==> src/rld_pkg.sv <==
// package: constants and carrier types of the remote load header detector
package rld_pkg;

  // header and trailer codes, chosen per installation at build time
  localparam logic [7:0] CODE_BOOT = 8'h1b;
  localparam logic [7:0] CODE_ADDR1 = 8'h41;
  localparam logic [7:0] CODE_ADDR2 = 8'h42;
  localparam logic [7:0] CODE_GEN = 8'h2a;
  localparam logic [7:0] CODE_ERR = 8'h3f;
  localparam logic [7:0] CODE_EOB = 8'h04;

  // clock and timing
  localparam longint unsigned CLK_HZ = 40_000_000;
  localparam longint unsigned TX_TIMEOUT_S = 60;
  localparam logic [31:0] TX_TIMEOUT_CYC = 32'(TX_TIMEOUT_S * CLK_HZ);
  localparam logic [1:0] FAIL_HOLD_CYC = 2'h2;
  localparam logic [2:0] KEY_COUNT = 3'h5;

  // register map, one word per register
  localparam logic [3:0] REG_CTRL = 4'h0;
  localparam logic [3:0] REG_STATUS = 4'h4;
  localparam logic [3:0] REG_ADDR = 4'h8;

  // control register fields
  localparam int CTRL_TIMEOUT_EN_BIT = 0;
  localparam int CTRL_ENTER_BOOT_BIT = 1;
  localparam logic CTRL_TIMEOUT_EN_RST = 1'b1;

  // status register fields
  localparam int ST_STAGE_ONE_BIT = 0;
  localparam int ST_STAGE_TWO_BIT = 1;
  localparam int ST_STAGE_THREE_BIT = 2;
  localparam int ST_STAGE_FOUR_BIT = 3;
  localparam int ST_ACK_EN_BIT = 4;
  localparam int ST_BOOT_LATCH_BIT = 5;
  localparam int ST_BOOT_REQ_BIT = 6;

  typedef struct packed {
    logic [7:0] data;   // rx_char_bit7 .. rx_char_bit0
    logic avail;        // char_avail_strobe
  } rld_rx_t;

  typedef struct packed {
    logic boot_req_n;
    logic ack_n;
    logic find_sync;
  } rld_proc_t;

endpackage

==> src/rld_top.sv <==
// remote load header detector: header search, boot request, acknowledge and recovery
//
// Summary of operation
// each received eight-bit character is compared with all configured codes
// header and end codes are build-time constants in the package
// header is boot, boot, address one or general, then second/general/error
// first boot match needs the strobe and a clear second stage
// stage flags stay set until the common detector clear
// non-boot second character clears all flags and restarts search
// third stage sets on strobe from stage two with address one or general
// third character mismatch clears all flags
// fourth stage sets on strobe from stage three with second, general or error
// fourth character mismatch clears all flags
// fourth stage drives the active-low boot request
// acknowledge enable sets on the next strobe after fourth stage, never clears alone
// acknowledge low when enabled, controller select low and type bit low
// end-of-boot in fourth stage with strobe clears flags and drops boot request
// transmit mode longer than one minute forces boot mode again
// concealed switch plus five keyed characters forces failure mode
// loss of modem carrier forces boot mode again
// a new header before end-of-boot restarts detection and keeps boot mode
// specific addressing needs both own address codes
// both general accepts all; general second needs own first address
// general then error accepted only when already in boot and not yet loading
// entering boot mode pulses the sync search request
// reset clears all flags and leaves the boot request inactive
// the character is sampled once, in the strobe cycle only
//
// Our own choices: the address-and-strobe port and the register addresses.
module rld_top
  import rld_pkg::*;
#(
  parameter logic [31:0] TX_TIMEOUT = TX_TIMEOUT_CYC
) (
  input wire logic clock,                 // system clock, 40 MHz
  input wire logic resetn,                // async reset, active low
  input wire rld_rx_t rx,                 // received character and its strobe
  input wire logic controller_select_n,   // controller address select, low active
  input wire logic type_bit_one,          // processor type bit 01
  input wire logic xmit_mode,             // line controller in transmit mode
  input wire logic carrier_pin,           // modem carrier detect pin, high = carrier
  input wire logic boot_switch_pin,       // concealed boot switch pin, high = pressed
  input wire logic key_strobe,            // keyboard character entered
  input wire logic [3:0] reg_addr,        // register byte address
  input wire logic [31:0] reg_wdata,      // register write data
  input wire logic reg_wr,                // write strobe
  input wire logic reg_rd,                // read strobe
  output logic [31:0] reg_rdata,          // read data, cycle after the read strobe
  output rld_proc_t proc                  // boot request, acknowledge, sync search
);

  logic stage_one_q;
  logic stage_two_q;
  logic stage_three_flag;
  logic stage_four_flag;
  logic gen_first_q;
  logic ack_enable_flag;
  logic boot_latch_q;
  logic [1:0] fail_hold_q;
  logic timeout_en_q;
  logic [31:0] tx_cnt_q;
  logic [2:0] key_cnt_q;
  logic carrier_s1_q, carrier_s2_q, carrier_prev_q;
  logic switch_s1_q, switch_s2_q;
  logic boot_out_prev_q;

  // character decode, only meaningful in the strobe cycle
  logic char_avail_strobe;
  logic header_char_match;
  logic addr1_match;
  logic general_error_match;
  logic is_error;
  logic second_addr_match_n;
  logic end_char_match;
  logic stage_four_ok;

  assign char_avail_strobe = rx.avail;
  assign header_char_match = (rx.data == CODE_BOOT);
  assign addr1_match = (rx.data == CODE_ADDR1);
  assign general_error_match = (rx.data == CODE_GEN);
  assign is_error = (rx.data == CODE_ERR);
  assign end_char_match = (rx.data == CODE_EOB);

  // accepted fourth character depends on how the third was matched
  assign stage_four_ok = ((rx.data == CODE_ADDR2) && !gen_first_q)
                       || general_error_match
                       || (is_error && gen_first_q && boot_latch_q);
  assign second_addr_match_n = !stage_four_ok;

  // stage steps, each qualified by the strobe
  logic first_char_qualify, stage_one_clock, stage_two_set, bad_second;
  logic stage_three_set, bad_third, stage_four_set, bad_fourth;
  logic eob_seen, restart_seen, fail_evt, detector_clear;

  assign first_char_qualify = char_avail_strobe && !stage_two_q;
  assign stage_one_clock = first_char_qualify && header_char_match && !stage_one_q;
  assign stage_two_set = first_char_qualify && stage_one_q && header_char_match;
  assign bad_second = first_char_qualify && stage_one_q && !header_char_match;
  assign stage_three_set = char_avail_strobe && stage_two_q && !stage_three_flag
                         && (addr1_match || general_error_match);
  assign bad_third = char_avail_strobe && stage_two_q && !stage_three_flag
                   && !(addr1_match || general_error_match);
  assign stage_four_set = char_avail_strobe && stage_three_flag && !stage_four_flag
                        && !second_addr_match_n;
  assign bad_fourth = char_avail_strobe && stage_three_flag && !stage_four_flag
                    && second_addr_match_n;
  assign eob_seen = char_avail_strobe && stage_four_flag && end_char_match;
  assign restart_seen = char_avail_strobe && stage_four_flag && header_char_match;

  // failure sources
  logic tx_timeout, carrier_lost, manual_fail, sw_enter;
  assign tx_timeout = timeout_en_q && xmit_mode && (tx_cnt_q == TX_TIMEOUT - 32'h1);
  assign carrier_lost = carrier_prev_q && !carrier_s2_q;
  assign manual_fail = switch_s2_q && key_strobe && (key_cnt_q == KEY_COUNT - 3'h1);
  assign sw_enter = reg_wr && (reg_addr == REG_CTRL) && reg_wdata[CTRL_ENTER_BOOT_BIT];
  assign fail_evt = tx_timeout || carrier_lost || manual_fail;

  // mismatches, end of load, restart and failures all share this one clear
  assign detector_clear = bad_second || bad_third || bad_fourth || eob_seen
                        || restart_seen || fail_evt;

  // stage flags: set only, cleared by the common clear; a restart boot char re-arms stage one
  always_ff @(posedge clock or negedge resetn) begin
    if (!resetn) begin
      stage_one_q <= 1'b0;
      stage_two_q <= 1'b0;
      stage_three_flag <= 1'b0;
      stage_four_flag <= 1'b0;
      gen_first_q <= 1'b0;
    end else begin
      if (restart_seen) begin
        stage_one_q <= 1'b1;
      end else if (detector_clear) begin
        stage_one_q <= 1'b0;
      end else if (stage_one_clock) begin
        stage_one_q <= 1'b1;
      end
      if (detector_clear) begin
        stage_two_q <= 1'b0;
        stage_three_flag <= 1'b0;
        stage_four_flag <= 1'b0;
        gen_first_q <= 1'b0;
      end else begin
        if (stage_two_set) begin
          stage_two_q <= 1'b1;
        end
        if (stage_three_set) begin
          stage_three_flag <= 1'b1;
          gen_first_q <= general_error_match && !addr1_match;
        end
        if (stage_four_set) begin
          stage_four_flag <= 1'b1;
        end
      end
    end
  end

  // acknowledge enable: set on the strobe after the fourth stage is already set
  always_ff @(posedge clock or negedge resetn) begin
    if (!resetn) begin
      ack_enable_flag <= 1'b0;
    end else if (detector_clear) begin
      ack_enable_flag <= 1'b0;
    end else if (char_avail_strobe && stage_four_flag) begin
      ack_enable_flag <= 1'b1;
    end
  end

  // boot latch: failure entry without acknowledge until end-of-boot arrives in the fourth stage
  always_ff @(posedge clock or negedge resetn) begin
    if (!resetn) begin
      boot_latch_q <= 1'b0;
      fail_hold_q <= 2'h0;
    end else begin
      if (fail_evt || sw_enter || restart_seen) begin
        boot_latch_q <= 1'b1;
      end else if (eob_seen) begin
        boot_latch_q <= 1'b0;
      end
      // the processor sees boot only after the flags had time to clear
      if (fail_evt) begin
        fail_hold_q <= FAIL_HOLD_CYC;
      end else if (fail_hold_q != 2'h0) begin
        fail_hold_q <= fail_hold_q - 2'h1;
      end
    end
  end

  // transmit watchdog; counts only while transmitting, so idle time never trips it
  always_ff @(posedge clock or negedge resetn) begin
    if (!resetn) begin
      tx_cnt_q <= 32'h0;
    end else if (!xmit_mode || !timeout_en_q || tx_timeout) begin
      tx_cnt_q <= 32'h0;
    end else begin
      tx_cnt_q <= tx_cnt_q + 32'h1;
    end
  end

  // pin synchronisers; carrier edge taken from the second stage only
  always_ff @(posedge clock or negedge resetn) begin
    if (!resetn) begin
      carrier_s1_q <= 1'b0;
      carrier_s2_q <= 1'b0;
      carrier_prev_q <= 1'b0;
      switch_s1_q <= 1'b0;
      switch_s2_q <= 1'b0;
    end else begin
      carrier_s1_q <= carrier_pin;
      carrier_s2_q <= carrier_s1_q;
      carrier_prev_q <= carrier_s2_q;
      switch_s1_q <= boot_switch_pin;
      switch_s2_q <= switch_s1_q;
    end
  end

  // manual entry: keys count only while the switch is held
  always_ff @(posedge clock or negedge resetn) begin
    if (!resetn) begin
      key_cnt_q <= 3'h0;
    end else if (!switch_s2_q || manual_fail) begin
      key_cnt_q <= 3'h0;
    end else if (key_strobe) begin
      key_cnt_q <= key_cnt_q + 3'h1;
    end
  end

  // processor side outputs, all registered
  logic boot_out_d;
  assign boot_out_d = stage_four_flag || (boot_latch_q && (fail_hold_q == 2'h0));

  always_ff @(posedge clock or negedge resetn) begin
    if (!resetn) begin
      proc.boot_req_n <= 1'b1;
      proc.ack_n <= 1'b1;
      proc.find_sync <= 1'b0;
      boot_out_prev_q <= 1'b0;
    end else begin
      proc.boot_req_n <= !boot_out_d;
      proc.ack_n <= !(ack_enable_flag && !controller_select_n && !type_bit_one);
      boot_out_prev_q <= boot_out_d;
      proc.find_sync <= boot_out_d && !boot_out_prev_q;
    end
  end

  // register port
  always_ff @(posedge clock or negedge resetn) begin
    if (!resetn) begin
      timeout_en_q <= CTRL_TIMEOUT_EN_RST;
    end else if (reg_wr && (reg_addr == REG_CTRL)) begin
      timeout_en_q <= reg_wdata[CTRL_TIMEOUT_EN_BIT];
    end
  end

  logic [31:0] status_w;
  always_comb begin
    status_w = 32'h0;
    status_w[ST_STAGE_ONE_BIT] = stage_one_q;
    status_w[ST_STAGE_TWO_BIT] = stage_two_q;
    status_w[ST_STAGE_THREE_BIT] = stage_three_flag;
    status_w[ST_STAGE_FOUR_BIT] = stage_four_flag;
    status_w[ST_ACK_EN_BIT] = ack_enable_flag;
    status_w[ST_BOOT_LATCH_BIT] = boot_latch_q;
    status_w[ST_BOOT_REQ_BIT] = !proc.boot_req_n;
  end

  always_ff @(posedge clock or negedge resetn) begin
    if (!resetn) begin
      reg_rdata <= 32'h0;
    end else if (reg_rd) begin
      case (reg_addr)
        REG_CTRL: reg_rdata <= {31'h0, timeout_en_q};
        REG_STATUS: reg_rdata <= status_w;
        REG_ADDR: reg_rdata <= {16'h0, CODE_ADDR2, CODE_ADDR1};
        default: reg_rdata <= 32'h0;
      endcase
    end else begin
      reg_rdata <= 32'h0;
    end
  end
endmodule

==> config.mk <==
export PLATFORM = sky130hd
export DESIGN_NAME = rld_top
export DESIGN_NICKNAME = d
export VERILOG_FILES = /design/src/rld_pkg.sv /design/src/rld_top.sv
export SDC_FILE = /design/constraint.sdc
export NUM_CORES = 1
export LEC_CHECK = 0
export BUFFER_PORTS_ARGS = -buffer_cell sky130_fd_sc_hd__buf_2
export CORE_ASPECT_RATIO = 1.5
export CORE_MARGIN = 2
export CORE_UTILIZATION = 52
export CTS_BUF_LIST = sky130_fd_sc_hd__clkbuf_8
export DETAILED_ROUTE_END_ITERATION = 7
export PLACE_DENSITY = 0.8
export SYNTH_ARGS = -nofsm -noshare
export SYNTH_HDL_FRONTEND = slang
export SYNTH_SLANG_ARGS = --single-unit
==> constraint.sdc <==
create_clock -name clock -period 2.75 [get_ports clock]
set_clock_uncertainty 0.1 [all_clocks]
set_input_delay 0 -clock clock [delete_from_list [all_inputs] [get_ports clock]]
set_output_delay 0 -clock clock [all_outputs]
set_load 0.01 [all_outputs]
==> results.py, run 1 <==
metrics = {
    "setup_path": {
        "r2r_setup_slack_ns": 0.67,
        "timing.critical_path.required_ns": 2.92,
        "r2r-start": "tx_cnt_q[11]$_DFF_PN0_",
        "worst_setup_path_start_kind": "input port",
        "criticalPathCategory": "input port to flip-flop",
        "r2r-end": "ack_enable_flag$_DFFE_PN0P_",
        "cp_data_arrival_time_ns": 2.27,
        "setup.worst_path.end_class": "flip-flop",
        "worst_reg2reg_path_length_in_cells": 5,
        "cp_max_fo": 3,
    },
    "timing": {
        "finalCritPeriodShare_pct": 76.25,
        "timing.final.ws_setup_ns": 0.6531,
        "hold_ws_ns": 0.03862,
        "setup-tns-final_ns": 0,
        "slew_viol_final": 0,
        "timing.slew.headroom_pct": 53.67,
        "grt_setup_unrepaired": "no",
        "timing.final.setup_violations": 0,
        "final_hold_vios": 0,
        "tightestPinTransition_ns": 0.6949,
        "period_needed_ns": 2.097,
        "fmax_mhz": 476.9,
    },
    "clocking": {
        "clkLatencyLatePin_ns": 0.34,
        "post_cts_resize_count": 0,
        "cts.path.max_buffers": 2,
        "cts.sink_count": 62,
        "tritoncts": "yes",
        "ctsHtreeMaxLevel": 3,
        "clk_root_buffer_cell": "clkbuf_8",
        "cts_inserted_buffers": 9,
        "cts.clk_slew.worst_paths_ns": 0.07,
    },
    "placement": {
        "dpl_worst_slack_ns": 0.7012,
        "post-dp-hpwl_um": 4517,
        "place_congestion": 0.8072,
        "place.port_buffers": 36,
    },
    "synthesis": {
        "largest_cells_by_area_after_synthesis": "dfrtp_1 46%, buf_4 5.6%, nor2_1 5.4%",
        "ys_async_sr_fraction_pct": 100.0,
        "syn_avg_cell_area_um2": 10.05,
        "synth_seq_area_share_pct": 48.69,
        "synth_ff_type": "dfrtp_1",
        "yosysWarningCount": 0,
        "syn-cell-area_um2": 3194,
        "synth_edf_count": 0,
        "synth_cells": 318,
        "yosysMostFrequentCell": "dfrtp_1",
        "synth_area_leader_cell": "dfrtp_1",
        "synthDistinctLibCells": 53,
        "synth_seq_cells": 62,
        "post-synth-top-area-fraction_pct": 46.22,
        "yosys-top-cells-count": "59 x dfrtp_1, 46 x nor2_1, 24 x buf_4",
    },
    "hold_path": {
        "worst_hold_path.endpoint": "stage_four_flag$_DFFE_PN0P_",
        "hold_path_startpoint": "rx[6]",
        "worst_hold_path_type": "input port to flip-flop",
        "worstHoldPathCells": 5,
    },
    "global_routing": {
        "track_usage_pct": 21.47,
        "vias_in_the_first_global_route": 2472,
        "antenna_found_initial": 0,
        "grt_max_degree": 33,
        "globalRouteOverflowTotal": 0,
        "grt_pass1_wl_um": 11000,
    },
    "run": {
        "max_cap_violations": 0,
    },
    "pwr": {
        "vdd_ir_drop_max_mv": 0.3514,
        "p_leak_nw": 1.649,
        "power_density_nw_per_um2": 534.1,
    },
    "drt": {
        "finalWirelength_um": 6633,
        "antenna_left": 0,
        "detailedRoute.firstIterationViolations": 107,
        "routed-via-count": 2435,
        "routed_via_density": 5.293,
        "post-route-drc-count": 0,
        "detail_route.wl_per_cell_um": 14.42,
        "first_pass_iters": 4,
    },
    "floorplan": {
        "dieArea_um2": 6799,
        "core_region_area_um2": 6043,
        "dieHeight_um": 99.99,
        "start_util_pct": 52.86,
        "die_width_um": 68.00,
        "fp-row-count": 35,
        "boundaryPins": 90,
    },
    "finish": {
        "area_growth_syn_to_layout_pct": 17.39,
        "num-fill-cells": 516,
        "antennaDiodeCount": 0,
        "final_net_count": 440,
        "post_route_cells_drive_above_1_share_pct": 19.95,
    },
    "run_status": {
        "outcome": "finished clean",
    },
}
## through the flow
step	area, µm²	cells	util, %	total power [mW]
2_1_floorplan	3277	340	-	1.169
3_3_place_gp	3359	424	55.59	1.221
3_5_place_dp	3359	424	55.59	1.237
4_1_cts	3750	460	62.05	2.017
5_1_grt	3750	460	62.05	2.100
6_report	3750	460	62.05	2.003
## logic make-up after synthesis
kind of cell	share of synthesized area, %
simple gates	27.81
flops	48.69
buf+inv	7.599
xor+xnor	8.226
compound gates	5.641
fa+ha+maj	1.567
other cells	0.1174
mux	0.3525
## layer usage
layer	vias to the layer above	global-route usage [%]	wire length, µm
met3	16	4.148	183
li1	1178	-	-
met5	-	0	0
met2	50	36.74	3556
met1	1191	25.47	2716
met4	0	9.538	177
## final cells by class
class                           count  area, µm²  share of cell area (%)
Sequential cell                    62       1555                   41.47
Multi-Input combinational cell    240       1479                   39.44
Timing Repair Buffer               58      395.4                   10.54
Clock buffer                        9      123.9                   3.303
Tap cell                           74      92.59                   2.469
Clock inverter                      7      66.31                   1.768
Inverter                           10      37.54                   1.001
## flip-flops by register name (all words and copies together), names as in the netlist, 2 cells and up
register,flops
proc,3
tx_cnt_q,32
fail_hold_q,2
reg_rdata,8
key_cnt_q,3
## worst max-delay path by stage
stage / startpoint / endpoint / slack [ns]
4_1_cts: tx_cnt_q[11]$_DFF_PN0_ / ack_enable_flag$_DFFE_PN0P_ / 0.67
3_3_place_gp: tx_cnt_q[11]$_DFF_PN0_ / stage_four_flag$_DFFE_PN0P_ / 0.73
2_1_floorplan: tx_cnt_q[0]$_DFF_PN0_ / tx_cnt_q[26]$_DFF_PN0_ / 0.94
3_5_place_dp: tx_cnt_q[11]$_DFF_PN0_ / stage_two_q$_DFFE_PN0P_ / 0.70
6_report: reg_rd / reg_rdata[9]$_DFF_PN0_ / 0.65
5_1_grt: tx_cnt_q[0]$_DFF_PN0_ / gen_first_q$_DFFE_PN0P_ / 0.49
## worst max-delay path, cell delays in order
cell and delay [ns]:
dlygate4sd3_1 0.53, buf_2 0.10, nand2_1 0.08, dlygate4sd3_1 0.58
nor3b_1 0.37, dlygate4sd3_1 0.61
## where the power goes
group	internal (mW)	total (mW)	leakage, nW	switching (mW)
combinational	0.0970	0.244	0.727	0.147
clock	0.411	0.764	0.0924	0.353
sequential	0.970	0.996	0.830	0.0259
total	1.48	2.00	1.65	0.525
## placed cells by master, fill, tap and decap left out, types with 4 or more instances in the layout
cell	n
dfrtp_1	59
nor2_1	46
buf_2	36
conb_1	23
nand2_1	20
dlygate4sd3_1	20
xor2_1	18
nand3_1	15
nand4_1	13
xnor2_1	12
inv_1	11
nor3_1	10
clkbuf_8	9
o21ai_0	7
and2_1	7
a21oi_1	5
nor4_1	4
nor4_2	4
nand2b_1	4
ha_1	4
## what timing repair did
action	in CTS	in global routing
hold endpoints to repair	51	0
buffers inserted	0	0
hold buffers	20	0
Note: power is estimated with default switching activity, not from simulation.
==> run 2, diff against run 1 <==
Clock period 2.75 ns to 1.93 ns, I/O delays scaled along.
==> run 2 against run 1 <==
Compared with the run above: worst hold slack better by 0.011 ns; design area is 5.0% higher; power grew 48%; global-route usage hardly changed; via count increased by 3.1%; first-iteration DRC count increased by 48%; wire length decreased by 2.9%; sequential cell count unchanged; clock-buffer cell count grew 1; register-to-register slack got worse by 0.63 ns; non-clock buffer count rose by 11; utilization increased by 3.1 points; critical path type is now flip-flop to flip-flop; largest power group unchanged; highest routed layer unchanged.
==> results.py, run 2 (synthesized netlist as in run 1, its figures left out) <==
metrics = {
    "timing": {
        "period_needed_ns": 1.888,
        "timing.final.setup_violations": 0,
        "final_hold_vios": 0,
        "finalCritPeriodShare_pct": 97.84,
        "tightestPinTransition_ns": 0.6109,
        "hold_ws_ns": 0.04928,
        "fmax_mhz": 529.6,
        "grt_setup_unrepaired": "yes",
        "timing.slew.headroom_pct": 59.19,
        "setup-tns-final_ns": 0,
        "slew_viol_final": 0,
    },
    "finish": {
        "area_growth_syn_to_layout_pct": 23.31,
        "mostFrequentLayoutCell": "dfrtp_1",
        "num-fill-cells": 496,
        "regMostFlops": "tx_cnt_q",
        "mostFrequentLayoutCells": "58 x dfrtp_1, 46 x nor2_1, 36 x buf_2",
        "sequential_cell_area_um2": 1556,
        "reg_top3": "tx_cnt_q: 32 flops, reg_rdata: 8 flops",
        "antennaDiodeCount": 0,
        "largest_register_ffs": 32,
        "post-route-cell-area_um2": 3939,
        "post_route_cells_drive_above_1_share_pct": 23.93,
        "stdcell_count": 471,
        "final_net_count": 451,
        "multi_input_area_um2": 1544,
    },
    "pwr": {
        "reg_power_share_pct": 48.0,
        "netSwitchingFraction_pct": 26.38,
        "report.power.total_mw": 2.957,
        "internal-power_mw": 2.177,
        "power_density_nw_per_um2": 750.7,
        "power.switching_uw": 780.1,
        "comb_power_share_pct": 12.6,
        "vdd_ir_drop_max_mv": 0.5286,
        "p_leak_nw": 1.756,
        "clock_power_share_pct": 39.4,
    },
    "placement": {
        "dpl-instance-area_um2": 3467,
        "place_congestion": 0.8566,
        "place.port_buffers": 36,
        "post-dp-hpwl_um": 4341,
        "dp_cells": 435,
    },
    "clocking": {
        "cts.path.max_buffers": 2,
        "clkLatencyLatePin_ns": 0.34,
        "clk_root_buffer_cell": "clkbuf_8",
        "cts.clk_slew.worst_paths_ns": 0.07,
        "tritoncts": "yes",
        "cts.sink_count": 62,
        "cts_inserted_buffers": 9,
        "ctsHtreeMaxLevel": 3,
    },
    "global_routing": {
        "grt.met1_usage_pct": 25.94,
        "antenna_found_initial": 0,
        "track_usage_pct": 21.43,
        "grt_use_met2_pct": 35.55,
        "globalRouteMet3Util_pct": 4.821,
        "grt_pass1_wl_um": 11050,
        "busiest_layer_in_global_routing": "met2",
        "vias_in_the_first_global_route": 2486,
        "globalRouteOverflowTotal": 0,
        "grt_max_degree": 63,
    },
    "setup_path": {
        "criticalPathCategory": "flip-flop to flip-flop",
        "timing.critical_path.required_ns": 2.05,
        "worst_setup_path_start_kind": "flip-flop",
        "cp_data_arrival_time_ns": 2.01,
        "setup.worst_path.end_class": "flip-flop",
        "cp_max_fo": 5,
    },
    "floorplan": {
        "core_region_area_um2": 6043,
        "dieHeight_um": 99.99,
        "dieArea_um2": 6799,
        "boundaryPins": 90,
        "start_util_pct": 52.86,
        "die_width_um": 68.00,
        "fp-row-count": 35,
    },
    "drt": {
        "post-route-drc-count": 0,
        "routed-via-count": 2510,
        "first_pass_iters": 5,
        "routed_via_density": 5.329,
        "detailedRoute.firstIterationViolations": 158,
        "detail_route.wl_per_cell_um": 13.68,
        "antenna_left": 0,
        "finalWirelength_um": 6442,
    },
    "hold_path": {
        "worst_hold_path_type": "input port to flip-flop",
    },
    "run": {
        "max_cap_violations": 0,
    },
    "run_status": {
        "outcome": "finished clean",
    },
}
==> run 2: critical path: stages (launching register included) <==
cell and delay [ns]:
dfrtp_1 0.40, ha_4 0.17, nand3_4 0.10, or3_4 0.47, nor4_4 0.30, xnor2_1 0.17
nor2_2 0.05
==> run 2: power groups by stage <==
stage / registers [mW] / logic [mW] / clock network, mW
2_1_floorplan: 1.45 / 0.218 / 0
3_3_place_gp: 1.44 / 0.324 / 0
3_5_place_dp: 1.44 / 0.331 / 0
4_1_cts: 1.42 / 0.375 / 1.19
5_1_grt: 1.43 / 0.420 / 1.27
6_report: 1.42 / 0.373 / 1.16
==> run 2: repair_timing <==
item | CTS | global route
endpoints found under the setup margin | 1 | 40
hold buffers | 19 | 0
pin swaps | 0 | 6
hold endpoints to repair | 83 | 0
cloned | 0 | 0
setup buffers | 0 | 1
gates resized for setup | 1 | 9
==> run 2: stage by stage <==
step	util [%]	setup WS (ns)
2_1_floorplan	-	0.1182
3_3_place_gp	57.37	0.04551
3_5_place_dp	57.37	0.02682
4_1_cts	64.00	0.0008742
5_1_grt	65.18	-0.02581
6_report	65.18	0.04170
==> run 2: cell type report <==
cell class,count,share of cell area (%)
sequential,62,39.52
inverter,10,0.9530
multi-input combinational,240,39.20
clock buffer,10,3.494
timing repair buffer,69,12.71
tap,74,2.351
clock inverter,6,1.779
==> run 2: path summary, 6_finish.rpt <==
check	from	endpoint	slack [ns]	cells after the start
max	tx_cnt_q[1]$_DFF_PN0_	tx_cnt_q[26]$_DFF_PN0_	0.04	6
min	rx[2]	stage_one_q$_DFFE_PN0P_	0.05	5
max reg2reg	tx_cnt_q[1]$_DFF_PN0_	tx_cnt_q[26]$_DFF_PN0_	0.04	6
min reg2reg	carrier_s1_q$_DFF_PN0_	carrier_s2_q$_DFF_PN0_	0.26	0
max in group asynchronous	resetn	proc[1]$_DFF_PN1_	1.33	3
min in group asynchronous	resetn	tx_cnt_q[2]$_DFF_PN0_	0.09	3
==> run 2: per-layer routing <==
layer / part of all wire [%] / vias to the layer above
li1: - / 1202
met1: 40 / 1221
met2: 54 / 67
met3: 3.5 / 20
met4: 3.0 / 0
met5: 0 / -
==> run 3, diff against run 2 <==
Settings changed: CORE_MARGIN 2 to unset.
==> run 3 against run 2 <==
Compared with the run above: power decreased by 1.6%; sequential share of layout area about the same; utilization increased by 2.0 points; cell count decreased by 0.42%; critical endpoint is now tx_cnt_q[24]$_DFF_PN0_; worst hold slack got worse by 0.0090 ns; largest power group unchanged; clock power decreased by 3%; via count decreased by 1.1%; combinational power decreased by 3%; sequential cell count unchanged; die area decreased by 4.9%; fmax increased by 0.72%; critical path type unchanged.
==> results.py, run 3 (synthesized netlist as in run 1, its figures left out) <==
metrics = {
    "timing": {
        "grt_setup_unrepaired": "yes",
        "period_needed_ns": 1.875,
        "final_hold_vios": 0,
        "finalCritPeriodShare_pct": 97.14,
        "timing.final.setup_violations": 0,
        "fmax_mhz": 533.4,
        "setup-tns-final_ns": 0,
        "slew_viol_final": 0,
        "timing.slew.headroom_pct": 65.76,
        "hold_ws_ns": 0.04031,
        "tightestPinTransition_ns": 0.5124,
    },
    "hold_path": {
        "hold_path_startpoint": "rx[1]",
        "worst_hold_path_type": "input port to flip-flop",
        "worstHoldPathCells": 5,
        "worst_hold_path.endpoint": "stage_three_flag$_DFFE_PN0P_",
    },
    "drt": {
        "first_pass_iters": 4,
        "post-route-drc-count": 0,
        "finalWirelength_um": 6782,
        "detail_route.wl_per_cell_um": 14.46,
        "routed-via-count": 2483,
        "antenna_left": 0,
        "detailedRoute.firstIterationViolations": 113,
        "routed_via_density": 5.294,
    },
    "clocking": {
        "cts.clk_slew.worst_paths_ns": 0.07,
        "clkLatencyLatePin_ns": 0.35,
        "clk_root_buffer_cell": "clkbuf_8",
        "cts_inserted_buffers": 9,
        "cts.sink_count": 62,
        "tritoncts": "yes",
        "ctsHtreeMaxLevel": 3,
        "cts.path.max_buffers": 2,
    },
    "finish": {
        "reg_top3": "tx_cnt_q: 32 flops, reg_rdata: 8 flops",
        "post-route-cell-area_um2": 3944,
        "area_growth_syn_to_layout_pct": 23.46,
        "stdcell_count": 469,
        "mostFrequentLayoutCell": "dfrtp_1",
        "final_net_count": 451,
        "antennaDiodeCount": 0,
        "regMostFlops": "tx_cnt_q",
        "mostFrequentLayoutCells": "57 x dfrtp_1, 46 x nor2_1, 36 x buf_2",
        "largest_register_ffs": 32,
        "post_route_cells_drive_above_1_share_pct": 24.43,
        "layout.core_utilization_pct": 67.18,
        "num-fill-cells": 459,
    },
    "floorplan": {
        "dieArea_um2": 6467,
        "die_width_um": 66.00,
        "dieHeight_um": 97.99,
        "fp-row-count": 34,
        "core_region_area_um2": 5871,
        "boundaryPins": 90,
        "start_util_pct": 54.41,
    },
    "placement": {
        "dp_cells": 431,
        "dpl-instance-area_um2": 3450,
        "place.port_buffers": 36,
        "post-dp-hpwl_um": 4641,
        "place_congestion": 0.8063,
    },
    "setup_path": {
        "cp_cell_sequence": "ha_4 -> nand3_4 -> or3_4 -> nor3_1 -> xnor2_1 -> nor2_1",
        "r2r-start": "tx_cnt_q[1]$_DFF_PN0_",
        "worst_setup_path_start_kind": "flip-flop",
        "timing.critical_path.required_ns": 2.06,
        "setup.worst_path.end_class": "flip-flop",
        "cp_data_arrival_time_ns": 2.01,
        "r2r_setup_slack_ns": 0.06,
        "criticalPathCategory": "flip-flop to flip-flop",
        "r2r-end": "tx_cnt_q[24]$_DFF_PN0_",
        "worst_path_max_delay_cell": "or3_4",
        "cp_max_fo": 7,
        "worst_reg2reg_path_length_in_cells": 6,
        "cp_slowest_stage_delay_ns": 0.46,
    },
    "global_routing": {
        "antenna_found_initial": 0,
        "grt_max_degree": 58,
        "grt_use_met2_pct": 39.72,
        "grt.met1_usage_pct": 25.27,
        "track_usage_pct": 22.63,
        "globalRouteMet3Util_pct": 4.907,
        "busiest_layer_in_global_routing": "met2",
        "vias_in_the_first_global_route": 2517,
        "globalRouteOverflowTotal": 0,
        "grt_pass1_wl_um": 11100,
    },
    "run_status": {
        "outcome": "finished clean",
    },
    "pwr": {
        "internal-power_mw": 2.135,
        "netSwitchingFraction_pct": 26.60,
        "reg_power_share_pct": 48.9,
        "comb_power_share_pct": 12.5,
        "p_leak_nw": 1.750,
        "power_density_nw_per_um2": 737.7,
        "vdd_ir_drop_max_mv": 0.4989,
        "power.switching_uw": 773.8,
        "clock_power_share_pct": 38.6,
    },
    "run": {
        "max_cap_violations": 0,
    },
}
-- run 3: how the worst max path moves through the flow --
stage / slack, ns / from / cells after the start / to
floorplan: 0.12 / tx_cnt_q[0]$_DFF_PN0_ / 6 / tx_cnt_q[26]$_DFF_PN0_
global placement: 0.03 / tx_cnt_q[1]$_DFF_PN0_ / 6 / tx_cnt_q[28]$_DFF_PN0_
detailed placement: -0.02 / tx_cnt_q[1]$_DFF_PN0_ / 6 / tx_cnt_q[26]$_DFF_PN0_
CTS: 0.004 / tx_cnt_q[1]$_DFF_PN0_ / 6 / tx_cnt_q[26]$_DFF_PN0_
global route: -0.03 / tx_cnt_q[1]$_DFF_PN0_ / 6 / tx_cnt_q[26]$_DFF_PN0_
finish: 0.06 / tx_cnt_q[1]$_DFF_PN0_ / 6 / tx_cnt_q[24]$_DFF_PN0_
-- run 3: metal layers --
metal  routed length, µm  part of all wire [%]
met5                   0                     0
met4                 141                   2.1
met3                 201                   3.0
met2                3793                    56
met1                2646                    39
-- run 3: repair_timing --
| action | CTS | global route |
|---|---|---|
| setup endpoints to repair | 5 | 38 |
| gates resized for setup | 3 | 10 |
| endpoints found under the hold margin | 83 | 0 |
| hold buffers | 20 | 0 |
| pin swaps | 1 | 7 |
| buffers inserted | 0 | 2 |
-- run 3: worst max-delay path, delay by kind of cell (launching register included) --
| family | cells | cell delay (ns) |
|---|---|---|
| flops | 1 | 0.41 |
| fa+ha+maj | 1 | 0.17 |
| simple gates | 4 | 0.92 |
| xor+xnor | 1 | 0.16 |
-- run 3: power by group through the flow --
stage | logic [mW] | clock network, mW | registers, mW
after CTS | 0.363 | 1.15 | 1.42
after floorplan | 0.218 | 0 | 1.45
final | 0.363 | 1.12 | 1.42
after global routing | 0.411 | 1.21 | 1.43
after global placement | 0.315 | 0 | 1.44
after detailed placement | 0.327 | 0 | 1.45
-- run 3: through the flow --
stage / setup WS [ns] / power (mW)
4_1_cts: 0.003663 / 2.936
6_report: 0.05520 / 2.909
2_1_floorplan: 0.1182 / 1.666
3_5_place_dp: -0.02235 / 1.773
3_3_place_gp: 0.02967 / 1.757
5_1_grt: -0.02511 / 3.058
-- run 3: cell type report --
type                            count  area (µm²)  share of cell area, %
Sequential cell                    62        1558                  39.50
Multi-Input combinational cell    240        1556                  39.47
Timing Repair Buffer               69       503.0                  12.75
Clock buffer                        9       123.9                  3.141
Tap cell                           72       90.09                  2.284
Clock inverter                      7       75.07                  1.904
Inverter                           10       37.54                 0.9518
